`config.mk`:
```
export PLATFORM = sky130hd
export DESIGN_NAME = pmsc_regs
export DESIGN_NICKNAME = d
export VERILOG_FILES = /design/src/rtl/pmsc_regs.v
export VERILOG_INCLUDE_DIRS = /design/src /design/src/include
export SDC_FILE = /design/constraint.sdc
export NUM_CORES = 1
export LEC_CHECK = 0
export CORE_UTILIZATION = 45
export CTS_CLUSTER_SIZE = 30
export DETAILED_ROUTE_END_ITERATION = 7
export DONT_BUFFER_PORTS = 1
export PLACE_DENSITY = 0.63
export SLEW_MARGIN = 20
export SYNTH_ARGS = -nofsm -noshare
export SYNTH_HDL_FRONTEND = slang
export SYNTH_SLANG_ARGS = --single-unit
```
`constraint.sdc`:
```
create_clock -name ref_clk -period 4.4 [get_ports ref_clk]
set_input_delay 1.32 -clock ref_clk [delete_from_list [all_inputs] [get_ports ref_clk]]
set_output_delay 1.32 -clock ref_clk [all_outputs]
set_load 0.01 [all_outputs]
```
`src/include/pmsc_defines.vh`:
```
// Purpose: constants for the misc control and status register group
// Assumes: 12-bit register address, 8-bit data, one access per strobe
// Notes: Function
`ifndef PMSC_DEFINES_VH
`define PMSC_DEFINES_VH

`define PMSC_ADDR_PWRDN      12'h173
`define PMSC_ADDR_DIVRST     12'h177
`define PMSC_ADDR_LLCLR      12'h182
`define PMSC_ADDR_LOCKSTAT   12'h183
`define PMSC_ADDR_INSEL      12'h184
`define PMSC_ADDR_DACLO      12'h185
`define PMSC_ADDR_HOLD       12'h188
`define PMSC_ADDR_KEY        12'h555

`define PMSC_BIT_PRE_PD      6
`define PMSC_BIT_L2_PD       5
`define PMSC_BIT_FB_PD       4
`define PMSC_BIT_DIV_HOLD    5
`define PMSC_BIT_CLR_L1      1
`define PMSC_BIT_CLR_L2      0
`define PMSC_BIT_HOLDOVER    4

`define PMSC_PWRDN_RST       8'h60
`define PMSC_PWRDN_MASK      8'h70
`define PMSC_DIVRST_MASK     8'h20
`define PMSC_LLCLR_MASK      8'h03
`define PMSC_DAC_RST         10'h200

`endif

```
`src/rtl/pmsc_regs.v`:
```
// Purpose: misc power-down, divider hold, lock-lost and readback registers
// Assumes: serial port decoder gives one-cycle write and read strobes
// Notes: rd_data is registered, valid the cycle after rd_stb
`timescale 1ns/1ps
`include "pmsc_defines.vh"

module pmsc_regs (
  // clock and reset
  input  wire        ref_clk,
  input  wire        srst,
  // register port from serial decoder
  input  wire        wr_stb,
  input  wire        rd_stb,
  input  wire [11:0] addr,
  input  wire [7:0]  wr_data,
  output reg  [7:0]  rd_data,
  // live status from the loops
  input  wire        loop1_lock_level,
  input  wire        loop2_lock_level,
  input  wire        ref_input0_selected,
  input  wire        ref_input1_selected,
  input  wire        ref_input2_selected,
  input  wire        ref_input0_signal_loss,
  input  wire        ref_input1_signal_loss,
  input  wire        holdover_indicator,
  input  wire        dac_valid,
  input  wire [9:0]  dac_value,
  // controls to the loops
  output reg         loop2_prescaler_powerdown,
  output reg         loop2_powerdown,
  output reg         ext_feedback_input_powerdown,
  output reg         loop1_ref_divider_hold,
  output reg         loop1_lock_lost_flag,
  output reg         loop2_lock_lost_flag
);

  // write-protect key; write-only, reads return zero
  reg  [7:0] key_r;
  reg  [7:0] key_nxt;
  // lock-lost clear controls
  reg        clr1_r;
  reg        clr1_nxt;
  reg        clr2_r;
  reg        clr2_nxt;
  // next values of the control outputs
  reg        pre_pd_nxt;
  reg        l2_pd_nxt;
  reg        fb_pd_nxt;
  reg        div_hold_nxt;
  // lock level of the previous edge, for fall detection
  reg        lock1_d_r;
  reg        lock2_d_r;
  // next values of the sticky lock-lost flags
  reg        lost1_nxt;
  reg        lost2_nxt;
  // dac readback copy
  reg  [9:0] dac_r;
  reg  [9:0] dac_nxt;
  // read path: selected byte and next registered read data
  reg  [7:0] rd_nxt;
  reg  [7:0] rd_data_nxt;
  // register decode
  wire       hit_pwrdn;
  wire       hit_divrst;
  wire       hit_llclr;
  wire       hit_lockstat;
  wire       hit_insel;
  wire       hit_daclo;
  wire       hit_hold;
  wire       hit_key;
  // qualified write strobes
  wire       unlocked;
  wire       wr_ok;
  wire       wr_pwrdn;
  wire       wr_divrst;
  wire       wr_llclr;
  wire       wr_key;
  // lock falls seen this edge
  wire       fall1;
  wire       fall2;

  // true when the port address names the given register
  function addr_is;
    input [11:0] a;
    input [11:0] offset;
    begin
      addr_is = (a == offset);
    end
  endfunction

  // true when a lock level was high last edge and is low now
  function falling;
    input prev;
    input cur;
    begin
      falling = prev & ~cur;
    end
  endfunction

  // sticky flag step: a held clear forces 0, a fall sets, else hold
  function lost_next;
    input flag;
    input clear;
    input fall;
    begin
      if (clear) begin
        lost_next = 1'h0;
      end else if (fall) begin
        lost_next = 1'h1;
      end else begin
        lost_next = flag;
      end
    end
  endfunction

  // keeps the defined bits of a byte; reserved bits go to zero
  function [7:0] keep_bits;
    input [7:0] data;
    input [7:0] mask;
    begin
      keep_bits = data & mask;
    end
  endfunction

  // one compare per register offset
  assign hit_pwrdn    = addr_is(addr, `PMSC_ADDR_PWRDN);
  assign hit_divrst   = addr_is(addr, `PMSC_ADDR_DIVRST);
  assign hit_llclr    = addr_is(addr, `PMSC_ADDR_LLCLR);
  assign hit_lockstat = addr_is(addr, `PMSC_ADDR_LOCKSTAT);
  assign hit_insel    = addr_is(addr, `PMSC_ADDR_INSEL);
  assign hit_daclo    = addr_is(addr, `PMSC_ADDR_DACLO);
  assign hit_hold     = addr_is(addr, `PMSC_ADDR_HOLD);
  assign hit_key      = addr_is(addr, `PMSC_ADDR_KEY);

  // writes land only while unlocked, except to the key itself
  assign unlocked  = (key_r == 8'h00);
  assign wr_ok     = wr_stb & (unlocked | hit_key);
  assign wr_pwrdn  = wr_ok & hit_pwrdn;
  assign wr_divrst = wr_ok & hit_divrst;
  assign wr_llclr  = wr_ok & hit_llclr;
  assign wr_key    = wr_ok & hit_key;

  // a detector window restart drops the level and shows up here as a fall
  assign fall1 = falling(lock1_d_r, loop1_lock_level);
  assign fall2 = falling(lock2_d_r, loop2_lock_level);

  // next values of the control registers; unwritten bits hold
  always @* begin
    pre_pd_nxt   = loop2_prescaler_powerdown;
    l2_pd_nxt    = loop2_powerdown;
    fb_pd_nxt    = ext_feedback_input_powerdown;
    div_hold_nxt = loop1_ref_divider_hold;
    clr1_nxt     = clr1_r;
    clr2_nxt     = clr2_r;
    key_nxt      = key_r;
    if (wr_pwrdn) begin
      pre_pd_nxt = wr_data[`PMSC_BIT_PRE_PD];
      l2_pd_nxt  = wr_data[`PMSC_BIT_L2_PD];
      fb_pd_nxt  = wr_data[`PMSC_BIT_FB_PD];
    end else if (wr_divrst) begin
      div_hold_nxt = wr_data[`PMSC_BIT_DIV_HOLD];
    end else if (wr_llclr) begin
      clr1_nxt = wr_data[`PMSC_BIT_CLR_L1];
      clr2_nxt = wr_data[`PMSC_BIT_CLR_L2];
    end else if (wr_key) begin
      key_nxt = wr_data;
    end
  end

  // power-down controls; all three come up powered down
  always @(posedge ref_clk) begin
    if (srst) begin
      loop2_prescaler_powerdown    <= 1'h1;
      loop2_powerdown              <= 1'h1;
      ext_feedback_input_powerdown <= 1'h1;
    end else begin
      loop2_prescaler_powerdown    <= pre_pd_nxt;
      loop2_powerdown              <= l2_pd_nxt;
      ext_feedback_input_powerdown <= fb_pd_nxt;
    end
  end

  // divider hold; while set loop1 cannot lock
  always @(posedge ref_clk) begin
    if (srst) begin
      loop1_ref_divider_hold <= 1'h0;
    end else begin
      loop1_ref_divider_hold <= div_hold_nxt;
    end
  end

  // clear controls; host writes 1 then 0 to rearm a flag
  always @(posedge ref_clk) begin
    if (srst) begin
      clr1_r <= 1'h0;
      clr2_r <= 1'h0;
    end else begin
      clr1_r <= clr1_nxt;
      clr2_r <= clr2_nxt;
    end
  end

  // write-protect key; a nonzero value locks the other registers
  always @(posedge ref_clk) begin
    if (srst) begin
      key_r <= 8'h00;
    end else begin
      key_r <= key_nxt;
    end
  end

  // lock level history; reset low so no false fall follows reset
  always @(posedge ref_clk) begin
    if (srst) begin
      lock1_d_r <= 1'h0;
      lock2_d_r <= 1'h0;
    end else begin
      lock1_d_r <= loop1_lock_level;
      lock2_d_r <= loop2_lock_level;
    end
  end

  // flag next values; a held clear wins over a fall in the same cycle
  always @* begin
    lost1_nxt = lost_next(loop1_lock_lost_flag, clr1_r, fall1);
    lost2_nxt = lost_next(loop2_lock_lost_flag, clr2_r, fall2);
  end

  // sticky lock-lost flags
  always @(posedge ref_clk) begin
    if (srst) begin
      loop1_lock_lost_flag <= 1'h0;
      loop2_lock_lost_flag <= 1'h0;
    end else begin
      loop1_lock_lost_flag <= lost1_nxt;
      loop2_lock_lost_flag <= lost2_nxt;
    end
  end

  // dac copy takes a new value only when the dac loop offers one
  always @* begin
    dac_nxt = dac_r;
    if (dac_valid) begin
      dac_nxt = dac_value;
    end
  end

  // dac readback holds 512 from reset until the first update
  always @(posedge ref_clk) begin
    if (srst) begin
      dac_r <= `PMSC_DAC_RST;
    end else begin
      dac_r <= dac_nxt;
    end
  end

  // read mux; unmapped offsets, reserved bits and the key read zero
  always @* begin
    rd_nxt = 8'h00;
    if (hit_pwrdn) begin
      rd_nxt = keep_bits({1'h0, loop2_prescaler_powerdown, loop2_powerdown,
                          ext_feedback_input_powerdown, 4'h0},
                         `PMSC_PWRDN_MASK);
    end else if (hit_divrst) begin
      rd_nxt = keep_bits({2'h0, loop1_ref_divider_hold, 5'h00},
                         `PMSC_DIVRST_MASK);
    end else if (hit_llclr) begin
      rd_nxt = keep_bits({6'h00, clr1_r, clr2_r}, `PMSC_LLCLR_MASK);
    end else if (hit_lockstat) begin
      rd_nxt = {4'h0,
                loop1_lock_lost_flag,
                loop1_lock_level,
                loop2_lock_lost_flag,
                loop2_lock_level};
    end else if (hit_insel) begin
      rd_nxt = {dac_r[9:8],
                ref_input2_selected,
                ref_input1_selected,
                ref_input0_selected,
                1'h0,
                ref_input1_signal_loss,
                ref_input0_signal_loss};
    end else if (hit_daclo) begin
      rd_nxt = dac_r[7:0];
    end else if (hit_hold) begin
      rd_nxt = {3'h0, holdover_indicator, 4'h0};
    end else if (hit_key) begin
      rd_nxt = 8'h00;
    end
  end

  // read data changes only on a read strobe and holds otherwise
  always @* begin
    rd_data_nxt = rd_data;
    if (rd_stb) begin
      rd_data_nxt = rd_nxt;
    end
  end

  // registered read data
  always @(posedge ref_clk) begin
    if (srst) begin
      rd_data <= 8'h00;
    end else begin
      rd_data <= rd_data_nxt;
    end
  end

endmodule

```
==> impl_results.md, run 1 <==
- Setup_tns: 0 ns
- Worst Path Buf+Inv: 0
- Critical path endpoint category: flop
- Worst-Skew Late Latency: 0.28 ns
- WS Path Type: in -> reg
- Starting DRT DRC Count: 85
- Fill cell count: 356
- Compound-gate portion of the synthesized area: 9.54%
- Crit-path max FO: 6
- Fmax: 356 MHz
- # H-tree levels: 2
- Max-cap violation count: 0
- LEAKAGE: 0.000707 uW
- Critical Path AT: 3.02 ns
- Period utilization: 63.9%
- Antenna Nets Post-Route: 0
- Maximum vdd ir drop: 0.210 mV
- CTS clock-pin slew for the worst setup and hold paths: 0.07 ns
- Vias/cell: 5.75
- # rows: 21
- CP delay by family, top: simple AND/OR/NAND/NOR gates
- Layout cells sized above 1: 8.70%
- Min-delay src: clr2_r
- Largest net degree at the start of global routing: 38
- First-pass GRT wire length: 6.29 mm
- Worst slew margin: 67.3%
- Syn_nets: 228
- CP required: 4.61 ns
- Vias in the first global route: 1,328
- Cell count after placement: 222
- Worst hold endpoint: loop2_lock_lost_flag
- Min Tclk post-route: 2.81 ns
- Max stage delay on crit path: 0.63 ns
- Port bufs: 0
- WHS Path Cells: 1
- Vias: 1,322
- DRC viols: 0
- Die area: 4010 sq um
- Synth unique cells: 36
- I/O Pins: 57
- Biggest register: dac_r
- Post-synthesis adder-cell area fraction: 0%
- TritonCTS buffer count: 5
- Register area share after synthesis: 42.6%
- Status: finished clean
- CP Cell Sequence: or4b_1 -> nor4_1 -> a21boi_2 -> mux2i_1
- Post-cts hold buffer count: 0
- Worst Tran Pin Value: 0.486 ns
- RSZ-0062 raised after global routing: no
- Layout Nets: 226
- XOR/XNOR Fraction of Synth Area: 0%
- Max reg flops: 10
- Synth Register Bits: 36
- Global Route Usage Sum: 20.5%
- Initial Util: 48.8%
- Final number of setup-violating endpoints: 0
- 1st-pass router iterations: 5
- CTS Sinks: 36
- Area growth from synthesis to layout: 6.80%
- R2r startpoint: key_r[1]
- Worst R2R Path Depth: 4
- TritonCTS clock tree: done
- Final wirelength: 3.79 mm
- Total power: 653 uW
- Finished Layout Cells: 230
- Die Ht: 63.3 microns
- Biggest regs: dac_r x10, key_r x8, rd_data x8
- DR WL/cell: 16.5 microns
- Startpoint Class: primary input
- Syn Inst Count: 185
- Proportion of synthesized area in mux cells: 18.4%
- Initial antenna violation count: 0
- Power per cell area: 362 nW/um^2
- Gp weighted congestion: 0.854
- CP max-delay cell: or4b_1
- FF-to-FF setup slack: 2.80 ns
- YS warnings: 0
- Hold Fails Final Rpt: 0
- Grt total ovfl: 0
- Reg-to-Reg End: ext_feedback_input_powerdown
- Post-Syn Area per Cell: 9.14 sq um
- Min-delay worst type: reg -> reg
- Diodes inserted: 0
- CTS resizes: 0
- Mapped Area: 1690 sq um
- Core area: 3470 sq um
- Fin Clk Skew: 0.00396 ns
- Postcts setup bufs: 0
- Post-Route Utilization: 52.1%
- Synth Area in Simple Gates: 25.1%
- Chip Width: 63.3 microns
- Root buf cell: clkbuf_8
- Levels on crit path: 4
- DP HPWL: 2.99 mm
- Clock Path Buffers: 2
- Largest family of logic cells by synthesized area: simple AND/OR/NAND/NOR gates
- Slew Viols, Final: 0
layout make-up:
| class | count | area, sq um | share of cell area, % |
|---|---|---|---|
| multi-input combinational | 134 | 898 | 49.7 |
| sequential | 36 | 721 | 39.9 |
| clock buffer | 6 | 72.6 | 4.02 |
| tap | 46 | 57.6 | 3.19 |
| clock inverter | 2 | 35.0 | 1.94 |
| inverter | 6 | 22.5 | 1.25 |
placed cells by master, fill, tap and decap left out, types with 3 or more instances in the layout:
| cell | n |
|---|---|
| a21oi_1 | 7 |
| clkbuf_8 | 5 |
| nand2b_1 | 4 |
| nor4_1 | 5 |
| inv_1 | 4 |
| nor2_1 | 30 |
| mux2i_1 | 30 |
| dfxtp_1 | 36 |
| nor3b_1 | 3 |
| nand2_1 | 14 |
| nand4_1 | 3 |
| nor3_1 | 6 |
worst register-to-register path, delay by kind of cell (launching register included):
kind,cells,cell delay [ns]
simple gates,2,0.66
mux,1,0.22
compound gates,1,0.34
flops,1,0.31
power breakdown:
group / internal (uW) / leakage [uW] / switching [uW] / total (uW)
combinational: 19.0 / 0.000359 / 16.8 / 35.8
clock: 168 / 0.0000552 / 111 / 279
sequential: 334 / 0.000293 / 5.10 / 339
Yosys cell counts:
library cell  number  area share [%]
buf_6              2             1.3
nor2b_1            2            0.74
nand4_1            3             1.1
dfxtp_1           36              43
or3b_2             2             1.0
a22o_1             2             1.0
o41ai_1            1            0.52
or4_4              1            0.67
clkinv_1           2            0.44
nand2_1           14             3.1
a21oi_1            7             2.1
nor3b_1            3             1.3
a21boi_2           2             1.3
clkbuf_1           6             1.3
nor4bb_1           1            0.59
or4b_1             1            0.59
or4_1              1            0.44
or4b_2             1            0.59
buf_2              1            0.30
mux2_2             1            0.67
or3b_4             1            0.67
a31oi_1            2            0.74
a21boi_4           1             1.1
nor2_1            30             6.7
inv_1              4            0.89
a221oi_1           1            0.52
nand2b_1           4             1.5
nand3b_1           2            0.89
nand4b_1           2             1.0
o21ai_0            2            0.59
mux2i_1           30              18
nand3_1            2            0.59
o22ai_1            2            0.74
nor4_1             5             1.8
o31ai_1            2            0.89
nor3_1             6             1.8
through the flow:
step	instance area (sq um)	setup slack, ns	hold slack [ns]
6_report	1810	1.59	0.465
5_1_grt	1810	1.53	0.486
4_1_cts	1810	1.62	0.468
3_5_place_dp	1700	1.33	0.465
3_3_place_gp	1700	1.41	0.451
2_1_floorplan	1690	1.51	0.422
worst max-delay path by stage:
stage	to	startpoint
2_1_floorplan	clr1_r	addr[9]
3_5_place_dp	ext_feedback_input_powerdown	addr[9]
4_1_cts	ext_feedback_input_powerdown	addr[9]
6_report	ext_feedback_input_powerdown	addr[9]
5_1_grt	ext_feedback_input_powerdown	addr[9]
3_3_place_gp	loop2_prescaler_powerdown	addr[9]
kinds of logic (layout without fill, tap and decap cells):
family | after synthesis | after routing
flip-flops | 36 | 36
AO/OA/AOI/OAI | 22 | 22
multiplexers | 31 | 31
buffers and inverters | 15 | 14
AND/OR/NAND/NOR | 81 | 81
layer usage:
layer  global-route usage, %  vias up  wire length (microns)
li1                        -      652                      -
met1                    25.0      616                   1640
met2                    34.7       45                   1890
met3                    6.70        9                    208
met4                    5.11        0                     51
met5                       0        -                      0
(Power assumes the default switching activity.)
==> run 2: changes to the inputs <==
Settings changed: PLACE_DENSITY 0.63 to 0.65.
Clock period 4.4 ns to 2.3 ns, I/O delays scaled along.
==> run 2 against run 1 <==
- core utilization grew 0.54 points
- routed wire length down 0.40%
- clock power grew 68%
- total power rose by 81%
- critical path depth did not move
- die area did not move
- final cell count is 1.3% higher
- via count rose by 2.3%
- combinational power increased by 91%
- global-route usage decreased by 0.45 points
- critical path type unchanged
==> impl_results.md, run 2 (same netlist as run 1, synthesis figures left out) <==
- GRT busiest layer: met2
- Grt total ovfl: 0 (unchanged)
- TritonCTS clock tree: done
- DR WL/cell: 16.2 microns (-1.7%)
- Max stage delay on crit path: 0.60 ns (-0.03 ns)
- Starting DRT DRC Count: 53 (-38%)
- Min Tclk post-route: 2.01 ns
- I/O Pins: 57 (unchanged)
- DP HPWL: 2.93 mm (-2.0%)
- Worst Path Buf+Inv: 0 (unchanged)
- Status: finished clean
- CP required: 2.51 ns (-2.10 ns)
- Crit-path max FO: 4 (-2)
- CTS Sinks: 36 (unchanged)
- Core area: 3470 sq um (unchanged)
- Worst-Skew Late Latency: 0.27 ns (about the same)
- Met2 usage: 35.2% (+0.54 points)
- Chip Width: 63.3 microns (unchanged)
- LEAKAGE: 0.000722 uW (+2.0%)
- RSZ-0062 raised after global routing: no
- Largest net degree at the start of global routing: 38 (unchanged)
- Max reg flops: 10 (unchanged)
- Initial antenna violation count: 0 (unchanged)
- Min-delay worst type: reg -> reg
- Hold slack: 0.456 ns (-0.00955 ns)
- TritonCTS buffer count: 5 (unchanged)
- Most common cell after layout, fill and taps aside: dfxtp_1
- Vias: 1,352 (+2.3%)
- Post-Route Utilization: 52.6% (+0.54 points)
- CP delay by family, top: simple AND/OR/NAND/NOR gates
- Worst Tran Pin Value: 0.379 ns (-0.106 ns)
- First-pass GRT wire length: 6.30 mm (+0.11%)
- # H-tree levels: 2 (unchanged)
- Biggest register: dac_r
- Clock Path Buffers: 2 (unchanged)
- Power per cell area: 649 nW/um^2 (+80%)
- WS Path Type: in -> reg
- Layout Nets: 230 (+1.8%)
- Hold Fails Final Rpt: 0 (unchanged)
- Area growth from synthesis to layout: 7.91%
- Vias/cell: 5.80 (+0.95%)
- 1st-pass router iterations: 4 (-1)
- Die Ht: 63.3 microns (unchanged)
- Postcts setup bufs: 0 (unchanged)
- Gp weighted congestion: 0.820 (-4.1%)
- Period utilization: 87.4%
- Diodes inserted: 0 (unchanged)
- Critical Path AT: 2.22 ns (-0.80 ns)
- Fin Clk Skew: 0.00188 ns (-0.00208 ns)
- DRC viols: 0 (unchanged)
- CTS clock-pin slew for the worst setup and hold paths: 0.07 ns (about the same)
- Post-cts hold buffer count: 0 (unchanged)
- Global Route Usage Sum: 20.1% (-0.45 points)
- Initial Util: 48.8% (unchanged)
- Layout cells sized above 1: 10.7% (+2.0 points)
- # rows: 21 (unchanged)
- Startpoint Class: primary input
- CP Cell Sequence: or3b_2 -> or4_4 -> a21boi_2 -> mux2i_1
- Vias in the first global route: 1,398 (+5.3%)
- Critical path endpoint category: flop
- GRT met3 Usage: 6.34% (-0.36 points)
- Antenna Nets Post-Route: 0 (unchanged)
- Root buf cell: clkbuf_8
- Fmax: 498 MHz
- Setup_tns: 0 ns (unchanged)
- CTS resizes: 0 (unchanged)
- Final number of setup-violating endpoints: 0 (unchanged)
- Final wirelength: 3.77 mm (-0.40%)
- Setup ws final: 0.290 ns (-1.30 ns)
- Die area: 4010 sq um (unchanged)
- Setup WS pre-CTS: -0.0197 ns (-1.35 ns)
- Most frequent cells in the layout: 36 x dfxtp_1, 30 x mux2i_1, 30 x nor2_1
- Maximum vdd ir drop: 0.363 mV (+73%)
- Worst slew margin: 74.5% (+7.2 points)
- Slew Viols, Final: 0 (unchanged)
- Port bufs: 0 (unchanged)
- Met1 GRT Util: 23.1% (-1.9 points)
- Max-cap violation count: 0 (unchanged)
- Biggest regs: dac_r x10, key_r x8, rd_data x8
- CP max-delay cell: or4_4
run 2: changes by cell type in the layout (fill, tap and decap cells not counted), sizes merged:
cell,change
buf,+4
bufinv,-1
clkbuf,+1
clkinv,-1
run 2: final timing paths:
kind | cells after the start | slack, ns | end | from
setup / recovery | 4 | 0.29 | ext_feedback_input_powerdown | addr[9]
hold / removal | 1 | 0.46 | loop2_lock_lost_flag | clr2_r
setup reg to reg | 4 | 0.79 | ext_feedback_input_powerdown | key_r[1]
hold reg to reg | 1 | 0.46 | loop2_lock_lost_flag | clr2_r
run 2: stage by stage:
| step | instance area (sq um) | total power [uW] | cells |
|---|---|---|---|
| floorplan | 1690 | 734 | 185 |
| finish | 1830 | 1190 | 233 |
| global route | 1830 | 1240 | 233 |
| detailed placement | 1730 | 731 | 226 |
| CTS | 1830 | 1200 | 233 |
| global placement | 1730 | 728 | 226 |
run 2: final cells by class:
class | instances | area, sq um
Fill cell | 350 | 1640
Multi-Input combinational cell | 134 | 898
Sequential cell | 36 | 721
Clock buffer | 7 | 96.3
Tap cell | 46 | 57.6
Timing Repair Buffer | 4 | 30.0
Inverter | 6 | 22.5
run 2: power by group:
part / leakage [uW] / internal, uW / switching (uW)
combinational: 0.000378 / 37.0 / 31.1
sequential: 0.000293 / 638 / 9.92
clock: 0.0000503 / 266 / 203
run 2: layer usage:
| metal | routed length (microns) | up-vias |
|---|---|---|
| met1 | 1560 | 637 |
| met5 | 0 | - |
| met3 | 291 | 4 |
| met2 | 1890 | 47 |
| met4 | 23 | 0 |
| li1 | - | 664 |
==> run 3: changes to the inputs <==
Settings changed: REMOVE_ABC_BUFFERS set to 1.
==> run 3 against run 2 <==
- sequential cell count is the same
- routed wire length is 2.9% higher
- clock skew rose by 0.0072 ns
- combinational power shrank 0.9%
- worst setup slack worse by 0.014 ns
- via count fell by 0.96%
- total power shrank 4.2%
- register-to-register slack improved by 0.02 ns
==> impl_results.md, run 3 (same netlist as run 1, synthesis figures left out) <==
- Final wirelength: 3.88 mm (+2.9%)
- # H-tree levels: 2 (unchanged)
- TritonCTS buffer count: 5 (unchanged)
- CP max-delay cell: or4_4
- Die area: 4010 sq um (unchanged)
- Port bufs: 0 (unchanged)
- Max reg flops: 10 (unchanged)
- DP HPWL: 2.89 mm (-1.4%)
- Max-cap violation count: 0 (unchanged)
- Area growth from synthesis to layout: 7.69%
- CTS Sinks: 36 (unchanged)
- Period utilization: 88.0% (+0.59 points)
- Biggest regs: dac_r x10, key_r x8, rd_data x8
- Biggest register: dac_r
- Min-delay worst type: reg -> reg
- Worst-Skew Late Latency: 0.29 ns (+0.02 ns)
- Worst hold endpoint: loop2_lock_lost_flag
- Post-cts hold buffer count: 0 (unchanged)
- Sequential standard cell area: 721 sq um (unchanged)
- Min Tclk post-route: 2.02 ns (+0.0136 ns)
- Vias: 1,339 (-0.96%)
- Most frequent cells in the layout: 36 x dfxtp_1, 30 x mux2i_1, 30 x nor2_1
- 1st-pass router iterations: 4 (unchanged)
- Die Ht: 63.3 microns (unchanged)
- Min-delay src: clr2_r
- Maximum vdd ir drop: 0.351 mV (-3.3%)
- Setup ws final: 0.277 ns (-0.0136 ns)
- Postcts setup bufs: 0 (unchanged)
- Vias/cell: 5.70 (-1.8%)
- DR WL/cell: 16.5 microns (+2.1%)
- Core area: 3470 sq um (unchanged)
- Critical Path AT: 2.24 ns (+0.02 ns)
- Final number of setup-violating endpoints: 0 (unchanged)
- First-pass GRT wire length: 6.30 mm (unchanged)
- Status: finished clean
- Crit-path max FO: 5 (+1)
- Fill cell count: 347 (-0.86%)
- Crit path from: addr[9]
- Critical path endpoint category: flop
- Layout cells sized above 1: 11.1% (+0.42 points)
- Chip Width: 63.3 microns (unchanged)
- Levels on crit path: 4 (unchanged)
- Gp weighted congestion: 0.785 (-4.2%)
- Finished Layout Cells: 235 (+0.86%)
- Starting DRT DRC Count: 53 (unchanged)
- Total power: 1140 uW (-4.2%)
- CTS resizes: 0 (unchanged)
- TritonCTS clock tree: done
- Grt total ovfl: 0 (unchanged)
- FF-to-FF setup slack: 0.81 ns (+0.02 ns)
- WHS Path Cells: 1 (unchanged)
- Initial Util: 48.8% (unchanged)
- Largest net degree at the start of global routing: 38 (unchanged)
- Most common cell after layout, fill and taps aside: dfxtp_1
- Slew Viols, Final: 0 (unchanged)
- CP required: 2.52 ns (about the same)
- Worst slew margin: 71.5% (-3.0 points)
- Antenna Nets Post-Route: 0 (unchanged)
- R2r startpoint: key_r[1]
- # rows: 21 (unchanged)
- Initial antenna violation count: 0 (unchanged)
- Fin Clk Skew: 0.00907 ns (+0.00719 ns)
- RSZ-0062 raised after global routing: no
- Fmax: 494 MHz (-0.67%)
- Clock Path Buffers: 2 (unchanged)
- Global Route Usage Sum: 20.7% (+0.59 points)
- CP delay by family, top: simple AND/OR/NAND/NOR gates
- Worst R2R Path Depth: 4 (unchanged)
- Hold Fails Final Rpt: 0 (unchanged)
- Setup WS pre-CTS: -0.0385 ns (-0.0188 ns)
- Max stage delay on crit path: 0.60 ns (about the same)
- Setup_tns: 0 ns (unchanged)
- Startpoint Class: primary input
- Root buf cell: clkbuf_8
- CTS clock-pin slew for the worst setup and hold paths: 0.07 ns (about the same)
- WS Path Type: in -> reg
- Worst Tran Pin Value: 0.426 ns (+0.0474 ns)
- I/O Pins: 57 (unchanged)
- Vias in the first global route: 1,321 (-5.5%)
- Diodes inserted: 0 (unchanged)
- Power per cell area: 624 nW/um^2 (-4.0%)
- LEAKAGE: 0.000722 uW (about the same)
- DRC viols: 0 (unchanged)
- Hold slack: 0.461 ns (+0.00488 ns)
- Area of the multi-input gates: 898 sq um (unchanged)
- Layout Nets: 232 (+0.87%)
- CP Cell Sequence: or3b_2 -> or4_4 -> a21boi_2 -> mux2i_1
- Reg-to-Reg End: loop2_powerdown
- Cell count after placement: 228 (+0.88%)
- Worst Path Buf+Inv: 0 (unchanged)
-- run 3: cell type report --
type,count,share of cell area [%]
inverter,6,1.24
clock buffer,6,3.98
tap,46,3.16
clock inverter,1,0.275
timing repair buffer,6,2.47
multi-input combinational,134,49.3
sequential,36,39.6
-- run 3: metal layers --
metal	track usage (%)	up-vias	share of wire, %
met2	31.6	50	45
met3	7.61	7	8.3
met4	9.09	0	1.9
met1	25.9	619	44
li1	-	663	-
met5	0	-	0
-- run 3: how the worst max path moves through the flow --
stage	endpoint	slack, ns
6_report	loop2_powerdown	0.28
5_1_grt	loop2_prescaler_powerdown	0.17
4_1_cts	loop2_powerdown	0.26
3_5_place_dp	loop2_powerdown	-0.04
3_3_place_gp	loop2_prescaler_powerdown	0.04
2_1_floorplan	ext_feedback_input_powerdown	-0.006
-- run 3: through the flow --
| stage | cell area, sq um | utilization [%] |
|---|---|---|
| 6_report | 1820 | 52.5 |
| 5_1_grt | 1820 | 52.5 |
| 4_1_cts | 1820 | 52.5 |
| 3_5_place_dp | 1740 | 50.3 |
| 3_3_place_gp | 1740 | 50.3 |
| 2_1_floorplan | 1640 | - |
-- run 3: report_power, final --
part	internal (uW)	switching (uW)
clock network	206	215
registers	638	9.10
logic	37.1	30.5
